==> config.mk <==
export PLATFORM = sky130hd
export DESIGN_NAME = bmac_top
export DESIGN_NICKNAME = d
export VERILOG_FILES = /design/src/rtl/bmac_booth_step.v /design/src/rtl/bmac_cond_check.v /design/src/rtl/bmac_top.v
export VERILOG_INCLUDE_DIRS = /design/src /design/src/pkg
export SDC_FILE = /design/constraint.sdc
export NUM_CORES = 2
export LEC_CHECK = 0
export BUFFER_PORTS_ARGS = -buffer_cell sky130_fd_sc_hd__buf_2
export CAP_MARGIN = 25
export CORE_AREA = 5 5 338 257
export DETAILED_ROUTE_END_ITERATION = 8
export DIE_AREA = 0 0 343 262
export GPL_ROUTABILITY_DRIVEN = 0
export PLACE_DENSITY = 0.74
export SYNTH_ARGS = -nofsm -noshare
export SYNTH_HDL_FRONTEND = slang
export SYNTH_SLANG_ARGS = --single-unit
==> constraint.sdc <==
create_clock -name pclk -period 6.3 [get_ports pclk]
set_clock_uncertainty 0.05 [all_clocks]
set_input_delay 0.63 -clock pclk [delete_from_list [all_inputs] [get_ports pclk]]
set_output_delay 0.63 -clock pclk [all_outputs]
set_load 0.01 [all_outputs]
==> src/pkg/bmac_defs.vh <==
// constants for the booth multiply-accumulate unit
`ifndef BMAC_DEFS_VH
`define BMAC_DEFS_VH

// ****************************************************************
// apb register map (byte addresses)
// ****************************************************************
`define BMAC_ADDR_W 8
`define BMAC_OFF_INSTR 8'h00
`define BMAC_OFF_FLAGS 8'h04
`define BMAC_OFF_STATUS 8'h08
`define BMAC_OFF_RESULT 8'h0c
`define BMAC_OFF_RF_BASE 8'h40
`define BMAC_RF_HI 7
`define BMAC_RF_LO 6
`define BMAC_RF_SEL 2'b01
`define BMAC_RF_IDX_HI 5
`define BMAC_RF_IDX_LO 2

// ****************************************************************
// instruction fields
// ****************************************************************
`define BMAC_F_COND_HI 31
`define BMAC_F_COND_LO 28
`define BMAC_F_ZERO_HI 27
`define BMAC_F_ZERO_LO 22
`define BMAC_F_ACC 21
`define BMAC_F_SET 20
`define BMAC_F_RD_HI 19
`define BMAC_F_RD_LO 16
`define BMAC_F_RN_HI 15
`define BMAC_F_RN_LO 12
`define BMAC_F_RS_HI 11
`define BMAC_F_RS_LO 8
`define BMAC_F_TAG_HI 7
`define BMAC_F_TAG_LO 4
`define BMAC_F_RM_HI 3
`define BMAC_F_RM_LO 0
`define BMAC_TAG_MUL 4'h9
`define BMAC_ZERO_FIELD 6'h00
`define BMAC_PC_IDX 4'hf

// ****************************************************************
// status word, flag word and reset values
// ****************************************************************
`define BMAC_FLAG_N 3
`define BMAC_FLAG_Z 2
`define BMAC_FLAG_C 1
`define BMAC_FLAG_V 0
`define BMAC_FLAGS_POS_HI 31
`define BMAC_FLAGS_POS_LO 28
`define BMAC_FLAGS_RST 4'h0
`define BMAC_ST_BUSY 0
`define BMAC_ST_EXEC 1
`define BMAC_ST_REFUSED 2
`define BMAC_ST_M_HI 12
`define BMAC_ST_M_LO 8

// ****************************************************************
// condition codes and timing
// ****************************************************************
`define BMAC_CC_EQ 4'h0
`define BMAC_CC_NE 4'h1
`define BMAC_CC_CS 4'h2
`define BMAC_CC_CC 4'h3
`define BMAC_CC_MI 4'h4
`define BMAC_CC_PL 4'h5
`define BMAC_CC_VS 4'h6
`define BMAC_CC_VC 4'h7
`define BMAC_CC_HI 4'h8
`define BMAC_CC_LS 4'h9
`define BMAC_CC_GE 4'ha
`define BMAC_CC_LT 4'hb
`define BMAC_CC_GT 4'hc
`define BMAC_CC_LE 4'hd
`define BMAC_CC_AL 4'he
`define BMAC_MAX_STEPS 5'h10
`define BMAC_MIN_STEPS 5'h01

`endif

==> src/rtl/bmac_booth_step.v <==
// one radix-4 booth recoding step: acc plus digit times multiplicand
`timescale 1ns/100ps
`default_nettype none
`include "bmac_defs.vh"

module bmac_booth_step #(
    parameter WIDTH = 32
) (
    input wire [WIDTH-1:0] acc,
    input wire [WIDTH-1:0] mcand,
    input wire [2:0] triplet,
    output wire [WIDTH-1:0] sum,
    output wire carry
);
    reg [WIDTH-1:0] pp;
    reg neg;
    wire [WIDTH:0] full;

    // digit in {-2,-1,0,+1,+2}; only low bits kept, so sign is free
    always @* begin
        case (triplet)
            3'h1, 3'h2: begin
                pp = mcand;
                neg = 1'b0;
            end
            3'h3: begin
                pp = {mcand[WIDTH-2:0], 1'b0};
                neg = 1'b0;
            end
            3'h4: begin
                pp = {mcand[WIDTH-2:0], 1'b0};
                neg = 1'b1;
            end
            3'h5, 3'h6: begin
                pp = mcand;
                neg = 1'b1;
            end
            default: begin
                pp = {WIDTH{1'b0}};
                neg = 1'b0;
            end
        endcase
    end

    assign full = {1'b0, acc} + {1'b0, (neg ? ~pp : pp)} + {{WIDTH{1'b0}}, neg};
    assign sum = full[WIDTH-1:0];
    assign carry = full[WIDTH];
endmodule // bmac_booth_step
`default_nettype wire

==> src/rtl/bmac_cond_check.v <==
// condition field evaluation against the current flags
`timescale 1ns/100ps
`default_nettype none
`include "bmac_defs.vh"

module bmac_cond_check (
    input wire [3:0] cond,
    input wire [3:0] flags,
    output reg pass
);
    wire n = flags[`BMAC_FLAG_N];
    wire z = flags[`BMAC_FLAG_Z];
    wire c = flags[`BMAC_FLAG_C];
    wire v = flags[`BMAC_FLAG_V];

    // never-code 4'hf falls to default: no execution
    always @* begin
        case (cond)
            `BMAC_CC_EQ: pass = z;
            `BMAC_CC_NE: pass = ~z;
            `BMAC_CC_CS: pass = c;
            `BMAC_CC_CC: pass = ~c;
            `BMAC_CC_MI: pass = n;
            `BMAC_CC_PL: pass = ~n;
            `BMAC_CC_VS: pass = v;
            `BMAC_CC_VC: pass = ~v;
            `BMAC_CC_HI: pass = c & ~z;
            `BMAC_CC_LS: pass = ~c | z;
            `BMAC_CC_GE: pass = (n == v);
            `BMAC_CC_LT: pass = (n != v);
            `BMAC_CC_GT: pass = ~z & (n == v);
            `BMAC_CC_LE: pass = z | (n != v);
            `BMAC_CC_AL: pass = 1'b1;
            default: pass = 1'b0;
        endcase
    end
endmodule // bmac_cond_check
`default_nettype wire

==> src/rtl/bmac_top.v <==
// booth multiply-accumulate unit with apb register access
`timescale 1ns/100ps
`default_nettype none
`include "bmac_defs.vh"

// Operation
// - executes and writes only if condition passes
// - radix-4 booth, low 32 product bits
// - plain multiply: first operand times multiplier
// - multiply-add adds accumulate source, 32-bit wrap
// - one datapath serves signed and unsigned
// - dest equals first operand: multiply gives zero
// - all other register combinations correct
// - flags change only with set-flags bit
// - negative is bit 31, zero on zero
// - carry meaningless, overflow kept
// - one fetch cycle plus m internal cycles
// - m from multiplier magnitude, two to sixteen
// - multiplier zero or one: one internal cycle
// - at most sixteen internal cycles

module bmac_top #(
    parameter WIDTH = 32,
    parameter NREGS = 16
) (
    input wire pclk,
    input wire presetn,
    input wire psel,
    input wire penable,
    input wire pwrite,
    input wire [`BMAC_ADDR_W-1:0] paddr,
    input wire [31:0] pwdata,
    output reg [31:0] prdata,
    output reg pready,
    output reg pslverr,
    output reg pipe_stall,
    output reg mul_done
);
    // ****************************************************************
    // states
    // ****************************************************************
    localparam ST_IDLE = 2'b00;
    localparam ST_FETCH = 2'b01;
    localparam ST_CALC = 2'b10;

    // ****************************************************************
    // functions
    // ****************************************************************
    function is_rf;
        input [`BMAC_ADDR_W-1:0] a;
        begin
            is_rf = (a[`BMAC_RF_HI:`BMAC_RF_LO] == `BMAC_RF_SEL);
        end
    endfunction

    // internal cycles needed for a multiplier value
    function [4:0] steps_for;
        input [31:0] v;
        integer i;
        reg [5:0] h;
        reg [5:0] m;
        begin
            h = 6'h00;
            for (i = 0; i < 32; i = i + 1) begin
                if (v[i]) begin
                    h = i[5:0];
                end
            end
            m = ((h + 6'h01) >> 1) + 6'h01;
            if (v[31:1] == 31'h0) begin
                steps_for = `BMAC_MIN_STEPS;
            end else if (m > {1'b0, `BMAC_MAX_STEPS}) begin
                steps_for = `BMAC_MAX_STEPS;
            end else begin
                steps_for = m[4:0];
            end
        end
    endfunction

    function names_pc;
        input [31:0] w;
        begin
            names_pc = (w[`BMAC_F_RD_HI:`BMAC_F_RD_LO] == `BMAC_PC_IDX)
                | (w[`BMAC_F_RS_HI:`BMAC_F_RS_LO] == `BMAC_PC_IDX)
                | (w[`BMAC_F_RM_HI:`BMAC_F_RM_LO] == `BMAC_PC_IDX)
                | (w[`BMAC_F_ACC]
                   & (w[`BMAC_F_RN_HI:`BMAC_F_RN_LO] == `BMAC_PC_IDX));
        end
    endfunction

    // ****************************************************************
    // state
    // ****************************************************************
    reg [WIDTH-1:0] rf_q [0:NREGS-1];
    reg [1:0] state_q;
    reg [31:0] instr_q;
    reg [3:0] flags_q;
    reg [WIDTH-1:0] acc_q;
    reg [WIDTH-1:0] mcand_q;
    reg [WIDTH-1:0] mplr_q;
    reg prev_q;
    reg [4:0] cnt_q;
    reg [4:0] m_q;
    reg force_zero_q;
    reg exec_q;
    reg refused_q;
    reg [WIDTH-1:0] result_q;
    reg wb_en_q;
    reg [3:0] wb_idx_q;

    // ****************************************************************
    // apb decode
    // ****************************************************************
    wire acc_ph = psel & penable & ~pready;
    wire wr = acc_ph & pwrite;
    wire rd = acc_ph & ~pwrite;
    wire rf_hit = is_rf(paddr);
    wire [3:0] rf_idx = paddr[`BMAC_RF_IDX_HI:`BMAC_RF_IDX_LO];
    wire busy = (state_q != ST_IDLE);
    wire hit_instr = (paddr == `BMAC_OFF_INSTR);
    wire hit_flags = (paddr == `BMAC_OFF_FLAGS);
    wire hit_status = (paddr == `BMAC_OFF_STATUS);
    wire hit_result = (paddr == `BMAC_OFF_RESULT);

    // a word that does not carry the multiply marker is refused
    wire enc_ok = (pwdata[`BMAC_F_ZERO_HI:`BMAC_F_ZERO_LO]
                   == `BMAC_ZERO_FIELD)
                  & (pwdata[`BMAC_F_TAG_HI:`BMAC_F_TAG_LO]
                   == `BMAC_TAG_MUL);
    // the unit leans on the issuer here, but refuses rather than
    // produce a garbage pc write
    wire pc_bad = names_pc(pwdata);
    wire issue = wr & hit_instr & ~busy & enc_ok & ~pc_bad;

    wire wr_err = (hit_instr & (busy | ~enc_ok | pc_bad))
                  | ((hit_flags | rf_hit) & busy)
                  | hit_status | hit_result
                  | ~(hit_instr | hit_flags | rf_hit);
    wire rd_err = ~(hit_instr | hit_flags | hit_status | hit_result
                    | rf_hit);

    wire [3:0] i_rd = pwdata[`BMAC_F_RD_HI:`BMAC_F_RD_LO];
    wire [3:0] i_rn = pwdata[`BMAC_F_RN_HI:`BMAC_F_RN_LO];
    wire [3:0] i_rs = pwdata[`BMAC_F_RS_HI:`BMAC_F_RS_LO];
    wire [3:0] i_rm = pwdata[`BMAC_F_RM_HI:`BMAC_F_RM_LO];

    // ****************************************************************
    // condition check and booth step
    // ****************************************************************
    wire cond_pass;
    wire [WIDTH-1:0] step_sum;
    wire step_carry;

    bmac_cond_check u_cond (
        .cond(instr_q[`BMAC_F_COND_HI:`BMAC_F_COND_LO]),
        .flags(flags_q),
        .pass(cond_pass)
    );

    bmac_booth_step #(
        .WIDTH(WIDTH)
    ) u_step (
        .acc(acc_q),
        .mcand(mcand_q),
        .triplet({mplr_q[1:0], prev_q}),
        .sum(step_sum),
        .carry(step_carry)
    );

    wire last_step = (cnt_q == m_q);
    wire [WIDTH-1:0] final_res = force_zero_q ? {WIDTH{1'b0}} : step_sum;

    // ****************************************************************
    // register file: apb writes while idle, result writeback
    // ****************************************************************
    always @(posedge pclk) begin
        if (wb_en_q) begin
            rf_q[wb_idx_q] <= result_q;
        end else if (wr & rf_hit & ~busy) begin
            rf_q[rf_idx] <= pwdata;
        end
    end

    // ****************************************************************
    // apb answer: one wait state on every access
    // ****************************************************************
    always @(posedge pclk or negedge presetn) begin
        if (!presetn) begin
            pready <= 1'b0;
            pslverr <= 1'b0;
            prdata <= 32'h0000_0000;
        end else begin
            pready <= acc_ph;
            pslverr <= (wr & wr_err) | (rd & rd_err);
            if (rd) begin
                if (rf_hit) begin
                    prdata <= rf_q[rf_idx];
                end else if (hit_instr) begin
                    prdata <= instr_q;
                end else if (hit_flags) begin
                    prdata <= {flags_q, 28'h000_0000};
                end else if (hit_status) begin
                    prdata <= {19'h0_0000, m_q, 5'h00, refused_q,
                               exec_q, busy};
                end else if (hit_result) begin
                    prdata <= result_q;
                end else begin
                    prdata <= 32'h0000_0000;
                end
            end else begin
                prdata <= 32'h0000_0000;
            end
        end
    end

    // ****************************************************************
    // multiply sequencer
    // ****************************************************************
    always @(posedge pclk or negedge presetn) begin
        if (!presetn) begin
            state_q <= ST_IDLE;
            instr_q <= 32'h0000_0000;
            flags_q <= `BMAC_FLAGS_RST;
            acc_q <= {WIDTH{1'b0}};
            mcand_q <= {WIDTH{1'b0}};
            mplr_q <= {WIDTH{1'b0}};
            prev_q <= 1'b0;
            cnt_q <= 5'h00;
            m_q <= 5'h00;
            force_zero_q <= 1'b0;
            exec_q <= 1'b0;
            refused_q <= 1'b0;
            result_q <= {WIDTH{1'b0}};
            wb_en_q <= 1'b0;
            wb_idx_q <= 4'h0;
            pipe_stall <= 1'b0;
            mul_done <= 1'b0;
        end else begin
            wb_en_q <= 1'b0;
            mul_done <= 1'b0;
            if (wr & hit_instr) begin
                refused_q <= ~issue;
            end
            case (state_q)
                ST_IDLE: begin
                    if (wr & hit_flags) begin
                        flags_q <= pwdata[`BMAC_FLAGS_POS_HI:
                                          `BMAC_FLAGS_POS_LO];
                    end
                    if (issue) begin
                        // operands latched now, so rd, rn and rs may
                        // alias freely without corrupting the sum
                        instr_q <= pwdata;
                        mcand_q <= rf_q[i_rm];
                        mplr_q <= rf_q[i_rs];
                        acc_q <= pwdata[`BMAC_F_ACC] ?
                                 rf_q[i_rn] : {WIDTH{1'b0}};
                        prev_q <= 1'b0;
                        m_q <= steps_for(rf_q[i_rs]);
                        cnt_q <= `BMAC_MIN_STEPS;
                        // the destination doubles as the partial sum,
                        // so overlapping it with the first operand
                        // wipes a plain multiply; the add form is
                        // left undefined and simply computes through
                        force_zero_q <= (i_rd == i_rm)
                                        & ~pwdata[`BMAC_F_ACC];
                        wb_idx_q <= i_rd;
                        pipe_stall <= 1'b1;
                        state_q <= ST_FETCH;
                    end
                end
                ST_FETCH: begin
                    if (cond_pass) begin
                        exec_q <= 1'b1;
                        state_q <= ST_CALC;
                    end else begin
                        // skipped: no register or flag touched
                        exec_q <= 1'b0;
                        pipe_stall <= 1'b0;
                        mul_done <= 1'b1;
                        state_q <= ST_IDLE;
                    end
                end
                ST_CALC: begin
                    // two multiplier bits retired per cycle
                    acc_q <= step_sum;
                    mcand_q <= {mcand_q[WIDTH-3:0], 2'b00};
                    mplr_q <= {2'b00, mplr_q[WIDTH-1:2]};
                    prev_q <= mplr_q[1];
                    cnt_q <= cnt_q + 5'h01;
                    if (last_step) begin
                        // early exit is exact: bits above are zero
                        result_q <= final_res;
                        wb_en_q <= 1'b1;
                        if (instr_q[`BMAC_F_SET]) begin
                            flags_q[`BMAC_FLAG_N] <=
                                final_res[WIDTH-1];
                            flags_q[`BMAC_FLAG_Z] <=
                                (final_res == {WIDTH{1'b0}});
                            // last adder carry, meaningless by design;
                            // overflow left alone
                            flags_q[`BMAC_FLAG_C] <= step_carry;
                        end
                        pipe_stall <= 1'b0;
                        mul_done <= 1'b1;
                        state_q <= ST_IDLE;
                    end
                end
                default: begin
                    state_q <= ST_IDLE;
                    pipe_stall <= 1'b0;
                end
            endcase
        end
    end

    // ****************************************************************
    // notes
    // ****************************************************************
    // the accumulate field of a plain multiply is never read, so a
    // nonzero value there is tolerated rather than refused
    // the register file write lands one cycle after mul_done rises:
    // result_q updates on the completion edge, and wb_en_q, high in
    // the cycle mul_done is high, writes the rf on the edge after it
endmodule // bmac_top
`default_nettype wire

## Word level (Yosys, flattened, before mapping)

Memories as Yosys holds them, arrays and structs flattened.
Cells that the tools add are included.

- Add/subtract/negate cells: 5
- Magnitude comparators: 1
- Equal/unequal tests: 40
- Multiplexer cells: 82
- Bitwise logic cells: 52
- Reduce and logical (&&, ||, !) cells: 19

Operators with widths:

| cell | number |
|---|---|
| $mux W32 | 13 |
| $pmux W32 S2 | 4 |
| $mux W6 | 32 |
| $eq A4 B4 Y1 const B | 12 |
| $add A32 B32 Y33 | 1 |
| $add A33 B1 Y33 | 1 |
| $logic_not A32 Y1 | 1 |
| $not A32 Y32 | 1 |
| $reduce_or A32 Y1 | 1 |
| $logic_not A31 Y1 | 1 |
| $and A1 B1 Y1 | 20 |
| $or A1 B1 Y1 | 18 |
| $eq A4 B3 Y1 const B | 4 |
| $eq A8 B4 Y1 const B | 2 |
| $mux W1 | 16 |
| $mux W5 | 3 |
| $pmux W1 S15 | 1 |
| $not A1 Y1 | 13 |
| $ne A2 B2 Y1 const B | 5 |
| $pmux W5 S2 | 1 |
| $reduce_and A2 Y1 | 5 |
| $eq A3 B3 Y1 const B | 3 |
| $eq A4 B2 Y1 const B | 2 |
| $eq A8 B3 Y1 const B | 1 |
| other kinds (30) | 38 |

- Bits in registers: 221
- Memory bits (writable): 512
- Input port bits: 45
- Output and inout port bits: 36
- Logic and storage cells: 221
- Memories kept: 1

Memories:

| memory | depth | width | read ports | clocked after memory_dff | wr ports | RTL line | source |
|---|---|---|---|---|---|---|---|
| rf_q | 16 | 32 | 4 | 0 | 1 | bmac_top.v:94 | `reg [WIDTH-1:0] rf_q [0:NREGS-1];` |

## Longest topological paths before layout

An unclocked memory read counts as a cell.

- Word-level depth: 39
- Gate-level depth with buffers: 20
- Mapped depth without buffers: 18

## Hierarchy

Synthesis repeated with hierarchy kept, for this count alone.

- Cell total of the unflattened synthesis: 3,275
- Area total of the unflattened synthesis: 45,443.6 sq um

Modules (own cells, without submodules):

| module | instances | cells each | area an instance (sq um) |
|---|---|---|---|
| bmac_top | 1 | 2,873 | 42,629.6 |
| bmac_booth_step | 1 | 374 | 2,620.0 |
| bmac_cond_check | 1 | 28 | 193.9 |

## Worst setup path after synthesis

OpenSTA, ideal clock, no wires.

- Kind: reg2reg
- Start: reg mplr_q[0]
- End: reg flags_q[1]
- Arrival time: 4.104 ns
- Data required time: 6.111 ns
- Slack: 2.007 ns
- Stages on the path, launching flop included: 18
- Path buffers: 2
- Clock period less this slack: 4.293 ns
- Cell sequence: dfrtp_1 inv_1 ha_1 o31a_1 clkbuf_1 buf_1 xnor2_1 ha_1 nor2b_1 o31a_1 o21ai_0 a31oi_1 o31ai_1 o21ai_0 o22ai_1 o21ai_0 o311ai_0 o21ai_0

- Cells in the longest elaborated chain, start to end: 10

RTL lines:

| item | RTL line | source |
|---|---|---|
| start: declaration | bmac_top.v:100 | `reg [WIDTH-1:0] mplr_q;` |
| start signal: assignment | bmac_top.v:226 | `mplr_q <= {WIDTH{1'b0}};` |
| start signal: assignment | bmac_top.v:255 | `mplr_q <= rf_q[i_rs];` |
| start signal: assignment | bmac_top.v:288 | `mplr_q <= {2'b00, mplr_q[WIDTH-1:2]};` |
| $eq A3 B1 Y1, or another cell as far along | bmac_booth_step.v:21 | `case (triplet)` |
| $reduce_or A4 Y1 (no source line) or $reduce_or A2 Y1 (tied branches) | -- |  |
| $pmux W32 S2 | bmac_booth_step.v:21 |  |
| $not A32 Y32 | bmac_booth_step.v:45 | `assign full = {1'b0, acc} + {1'b0, (neg ? ~pp : pp)} + {{WIDTH{1'b0}}, neg};` |
| $mux W32 | bmac_booth_step.v:45 |  |
| $add A32 B32 Y33 | bmac_booth_step.v:45 |  |
| $add A33 B1 Y33 * | bmac_booth_step.v:45 |  |
| $mux W3 * | bmac_top.v:295 | `` if (instr_q[`BMAC_F_SET]) begin `` |
| $mux W3 * | bmac_top.v:291 | `if (last_step) begin` |
| $pmux W3 S2 * | bmac_top.v:244 | `case (state_q)` |
| end signal: assignment | bmac_top.v:247 | `` flags_q <= pwdata[`BMAC_FLAGS_POS_HI: `` |
| end signal: indexed assignment | bmac_top.v:296 | `` flags_q[`BMAC_FLAG_N] <= `` |
| end signal: indexed assignment | bmac_top.v:298 | `` flags_q[`BMAC_FLAG_Z] <= `` |
| end: declaration | bmac_top.v:97 | `reg [3:0] flags_q;` |

Mark *: on every way between the ends. The rest lies on a longest branch, timed or not. The select of a mux whose other input is x is not followed.
A chain may end at the register's enable or synchronous reset.

## Worst setup path in the final report

- Start: reg mplr_q[0]
- End: reg flags_q[3]

- Cells in the longest elaborated chain, start to end: 11

RTL lines:

| item | RTL line | source |
|---|---|---|
| $eq A3 B1 Y1, or another cell as far along | bmac_booth_step.v:21 |  |
| $reduce_or A4 Y1 (no source line) or $reduce_or A2 Y1 (tied branches) | -- |  |
| $pmux W32 S2 | bmac_booth_step.v:21 |  |
| $not A32 Y32 | bmac_booth_step.v:45 |  |
| $mux W32 | bmac_booth_step.v:45 |  |
| $add A32 B32 Y33 | bmac_booth_step.v:45 |  |
| $add A33 B1 Y33 * | bmac_booth_step.v:45 |  |
| $mux W32 * | bmac_top.v:171 | `wire [WIDTH-1:0] final_res = force_zero_q ? {WIDTH{1'b0}} : step_sum;` |
| $mux W3 * | bmac_top.v:295 |  |
| $mux W3 * | bmac_top.v:291 |  |
| $pmux W3 S2 * | bmac_top.v:244 |  |

Marks and branches as above.

==> key figures <==
Detailed routing
  – DRT iter0 DRCs: between 6,000 and 7,000
  – DRC violations left: 2
  – 1st-pass router iterations: 9
  – Vias per cell: around 7.8
  – Per-cell routed wire length: 36.6 um
  – Post-Route WL: 160,000 um
  – Total number of vias: 34,344
  – Antenna viol nets, final: 0

GRT
  – Antenna violations before repair: 7
  – GRT Residual Overflow: 0
  – Pin count of the biggest net entering global routing: about 120
  – First-pass GRT wire length: approximately 230,000 um
  – Vias in the first global route: 32,939
  – Global Route Usage Sum: 0.355

Synth
  – Syn nets: between 3,000 and 4,000
  – Syn. warnings: 0
  – Async set or reset register ratio after synthesis: 0.298
  – Number of distinct library cells after synthesis: 84
  – Post-synthesis area per instance: ~14 sq um
  – Number of flops mapped to enable cells by yosys: roughly 510
  – Synth Flop Type: edfxtp_1
  – Syn Inst Count: about 3,200
  – Synthesized area: 45,200 sq um
  – Yosys reg bits: between 700 and 800
  – Seq/Total Area, Yosys: 0.460

STA
  – Final worst slack: around 0.8 ns
  – Hold Vio Cnt, Final: 0
  – Setup TNS: 0 ns
  – Slew @ Worst Pin: roughly 1.2 ns
  – Max-slew violations: 0
  – Period utilization: 0.872
  – Max Freq: between 150 and 200 MHz
  – Slew headroom: 0.175
  – Final min period: 5.50 ns
  – RSZ-0062 raised after global routing: false
  – Setup violations, final: 0
  – Final Hold Slack: about 0.022 ns

Clock tree
  – Total CTS buffers: 73
  – CTS tree: done
  – Root Driver: clkbuf_16
  – Clk pin slew, worst setup/hold paths: 0.07 ns
  – CTS max path bufs: 3
  – Clk_lat worst skew: 0.66 ns
  – Number of gates resized after cts: 0
  – Hold_buf cts: 0
  – Clk sinks: around 730
  – H-tree depth: 3
  – Post-CTS setup buffer count: 0

Place
  – Dpl ws: 0.820 ns
  – Port bufs: 80
  – Placed cell count: approximately 4,200
  – DPL Wire Length: 106,000 um

Setup path
  – R2R depth: 16
  – Critical Path Fanout Max: 33
  – RR Startpoint: mplr_q[0]$_DFFE_PN0P_
  – Flop-to-flop setup slack: 0.80 ns
  – Worst path arrival time: around 6 ns
  – Slowest Stage Delay on Critical Path: about 0.85 ns
  – CP Class: reg2reg
  – Slowest stage cell, crit path: o31a_2
  – Worst setup SP type: register
  – CP endpoint kind: register
  – WP data required: ~6.8 ns
  – Reg2reg end: flags_q[3]$_DFFE_PN0P_
  – Crit path cell chain: inv_1 -> ha_1 -> o31a_2 -> xnor2_1 -> ha_1 -> a41o_1 -> a31oi_1 -> o21ai_1 -> a211oi_1 -> o21ai_0 -> a21oi_1 -> a21oi_1 -> o22ai_1 -> mux2i_1 -> o211ai_1 -> o21a_1

Job
  – Maxcap violations: 0

Outcome
  – Status: complete, but fails checks
  – Violated checks: design-rule violations

Finish
  – Most frequent cells in the layout: mux4_2, edfxtp_1, nand2_1
  – Antenna diodes: 0
  – Final design utilization: 0.592
  – Fin cells: around 4,400
  – Area Overhead vs Synth: 8.86%
  – Commonest non-fill, non-tap cell in the layout: mux4_2
  – Layout net count: 3,286
  – Share of layout cells above drive strength 1: 0.285

Floorplanning
  – Row cnt: 92
  – IO Pins: 81
  – Initial Util: 0.544
  – Height of the die: about 260 um
  – Die Width: between 300 and 400 um
  – Core box area: roughly 83,000 sq um
  – DIE AREA: 89,900 sq um

Pwr
  – VDD IR max: ~0.2 mV
  – Total leakage power: 18.1 nW
  – Power per cell area: approximately 220 nW/um^2

Min path
  – Hold WC Path Type: in2async
[layer usage]
layer	wire length, um	vias up	track usage
met3	34400	588	0.226
met2	65300	3583	0.486
li1	-	13062	-
met5	77	-	0
met1	52400	17101	0.455
met4	8120	10	0.138
[sequential cells by signal (all words and copies together), names as in the netlist]
signal	flops
instr_q	32
wb_en_q	1
rf_q	512
prdata	32
state_q	2
mul_done	1
pslverr	1
force_zero_q	1
refused_q	1
m_q	5
flags_q	4
acc_q	32
prev_q	1
pipe_stall	1
cnt_q	5
result_q	32
exec_q	1
mplr_q	32
mcand_q	32
pready	1
[power by group]
part	switching (mW)	internal (mW)
clock network	1.98	2.57
logic	0.711	0.408
registers	0.0232	5.10
total	2.72	8.08
[area by class of cell]
class / instances / area, sq um
clock buffer: 96 / 2070
clock inverter: 35 / 348
fill: 6164 / 34000
inverter: 33 / 124
multi-input combinational: 2199 / 23300
sequential: 729 / 20800
tap: 1128 / 1410
timing repair buffer: 162 / 1220
[stage by stage]
step	power, mW	instance area, sq um
5_1_grt	11.0	49300
6_report	10.8	49300
3_3_place_gp	6.26	46700
3_5_place_dp	6.28	46800
2_1_floorplan	5.92	45200
4_1_cts	10.7	49200
[worst max path at each step]
stage	startpoint	end	depth (start not counted)
CTS	mplr_q[0]$_DFFE_PN0P_	flags_q[1]$_DFFE_PN0P_	15
global route	mplr_q[0]$_DFFE_PN0P_	flags_q[1]$_DFFE_PN0P_	15
detailed placement	pwdata[9]	m_q[0]$_DFFE_PN0P_	14
global placement	pwdata[9]	m_q[0]$_DFFE_PN0P_	14
finish	mplr_q[0]$_DFFE_PN0P_	flags_q[3]$_DFFE_PN0P_	16
floorplan	mplr_q[0]$_DFFE_PN0P_	flags_q[1]$_DFFE_PN0P_	17
[logic make-up after synthesis]
group	synth area share
buf+inv	0.0297
simple gates	0.0776
fa+ha+maj	0.0121
flops	0.460
mux	0.322
compound gates	0.0840
xor+xnor	0.0145
[cell usage after synthesis, types with 14 or more instances]
cell | n | area [sq um]
nor3_1 | 41 | 205
nand2b_1 | 21 | 131
o22ai_1 | 18 | 113
edfxtp_1 | 512 | 15400
dfrtp_1 | 217 | 5430
a22oi_1 | 77 | 578
buf_1 | 58 | 218
nand2_1 | 335 | 1260
a21oi_1 | 114 | 571
inv_1 | 31 | 116
o21ai_0 | 91 | 455
nor2_1 | 238 | 893
buf_2 | 25 | 125
buf_4 | 14 | 105
ha_1 | 42 | 526
a22o_1 | 34 | 298
a31oi_1 | 64 | 400
nand4_1 | 18 | 113
a2111oi_0 | 15 | 131
mux4_2 | 574 | 12900
mux2i_1 | 106 | 1060
xor2_1 | 18 | 158
nor2b_1 | 24 | 150
and2_1 | 17 | 106
mux2_2 | 36 | 405
nand3_1 | 42 | 210
clkbuf_1 | 164 | 616
xnor2_1 | 57 | 499
a222oi_1 | 20 | 200
[critical path: cells and delay by family (launching register included)]
kind                       cells  cell delay (ns)
DFF                            1             0.42
buffers and inverters          1             0.10
adders and majority gates      2             0.51
muxes                          1             0.35
AOI/OAI and AO/OA             11             3.70
xor gates and xnor gates       1             0.23
No activity file was read; power rests on OpenSTA's default activity.
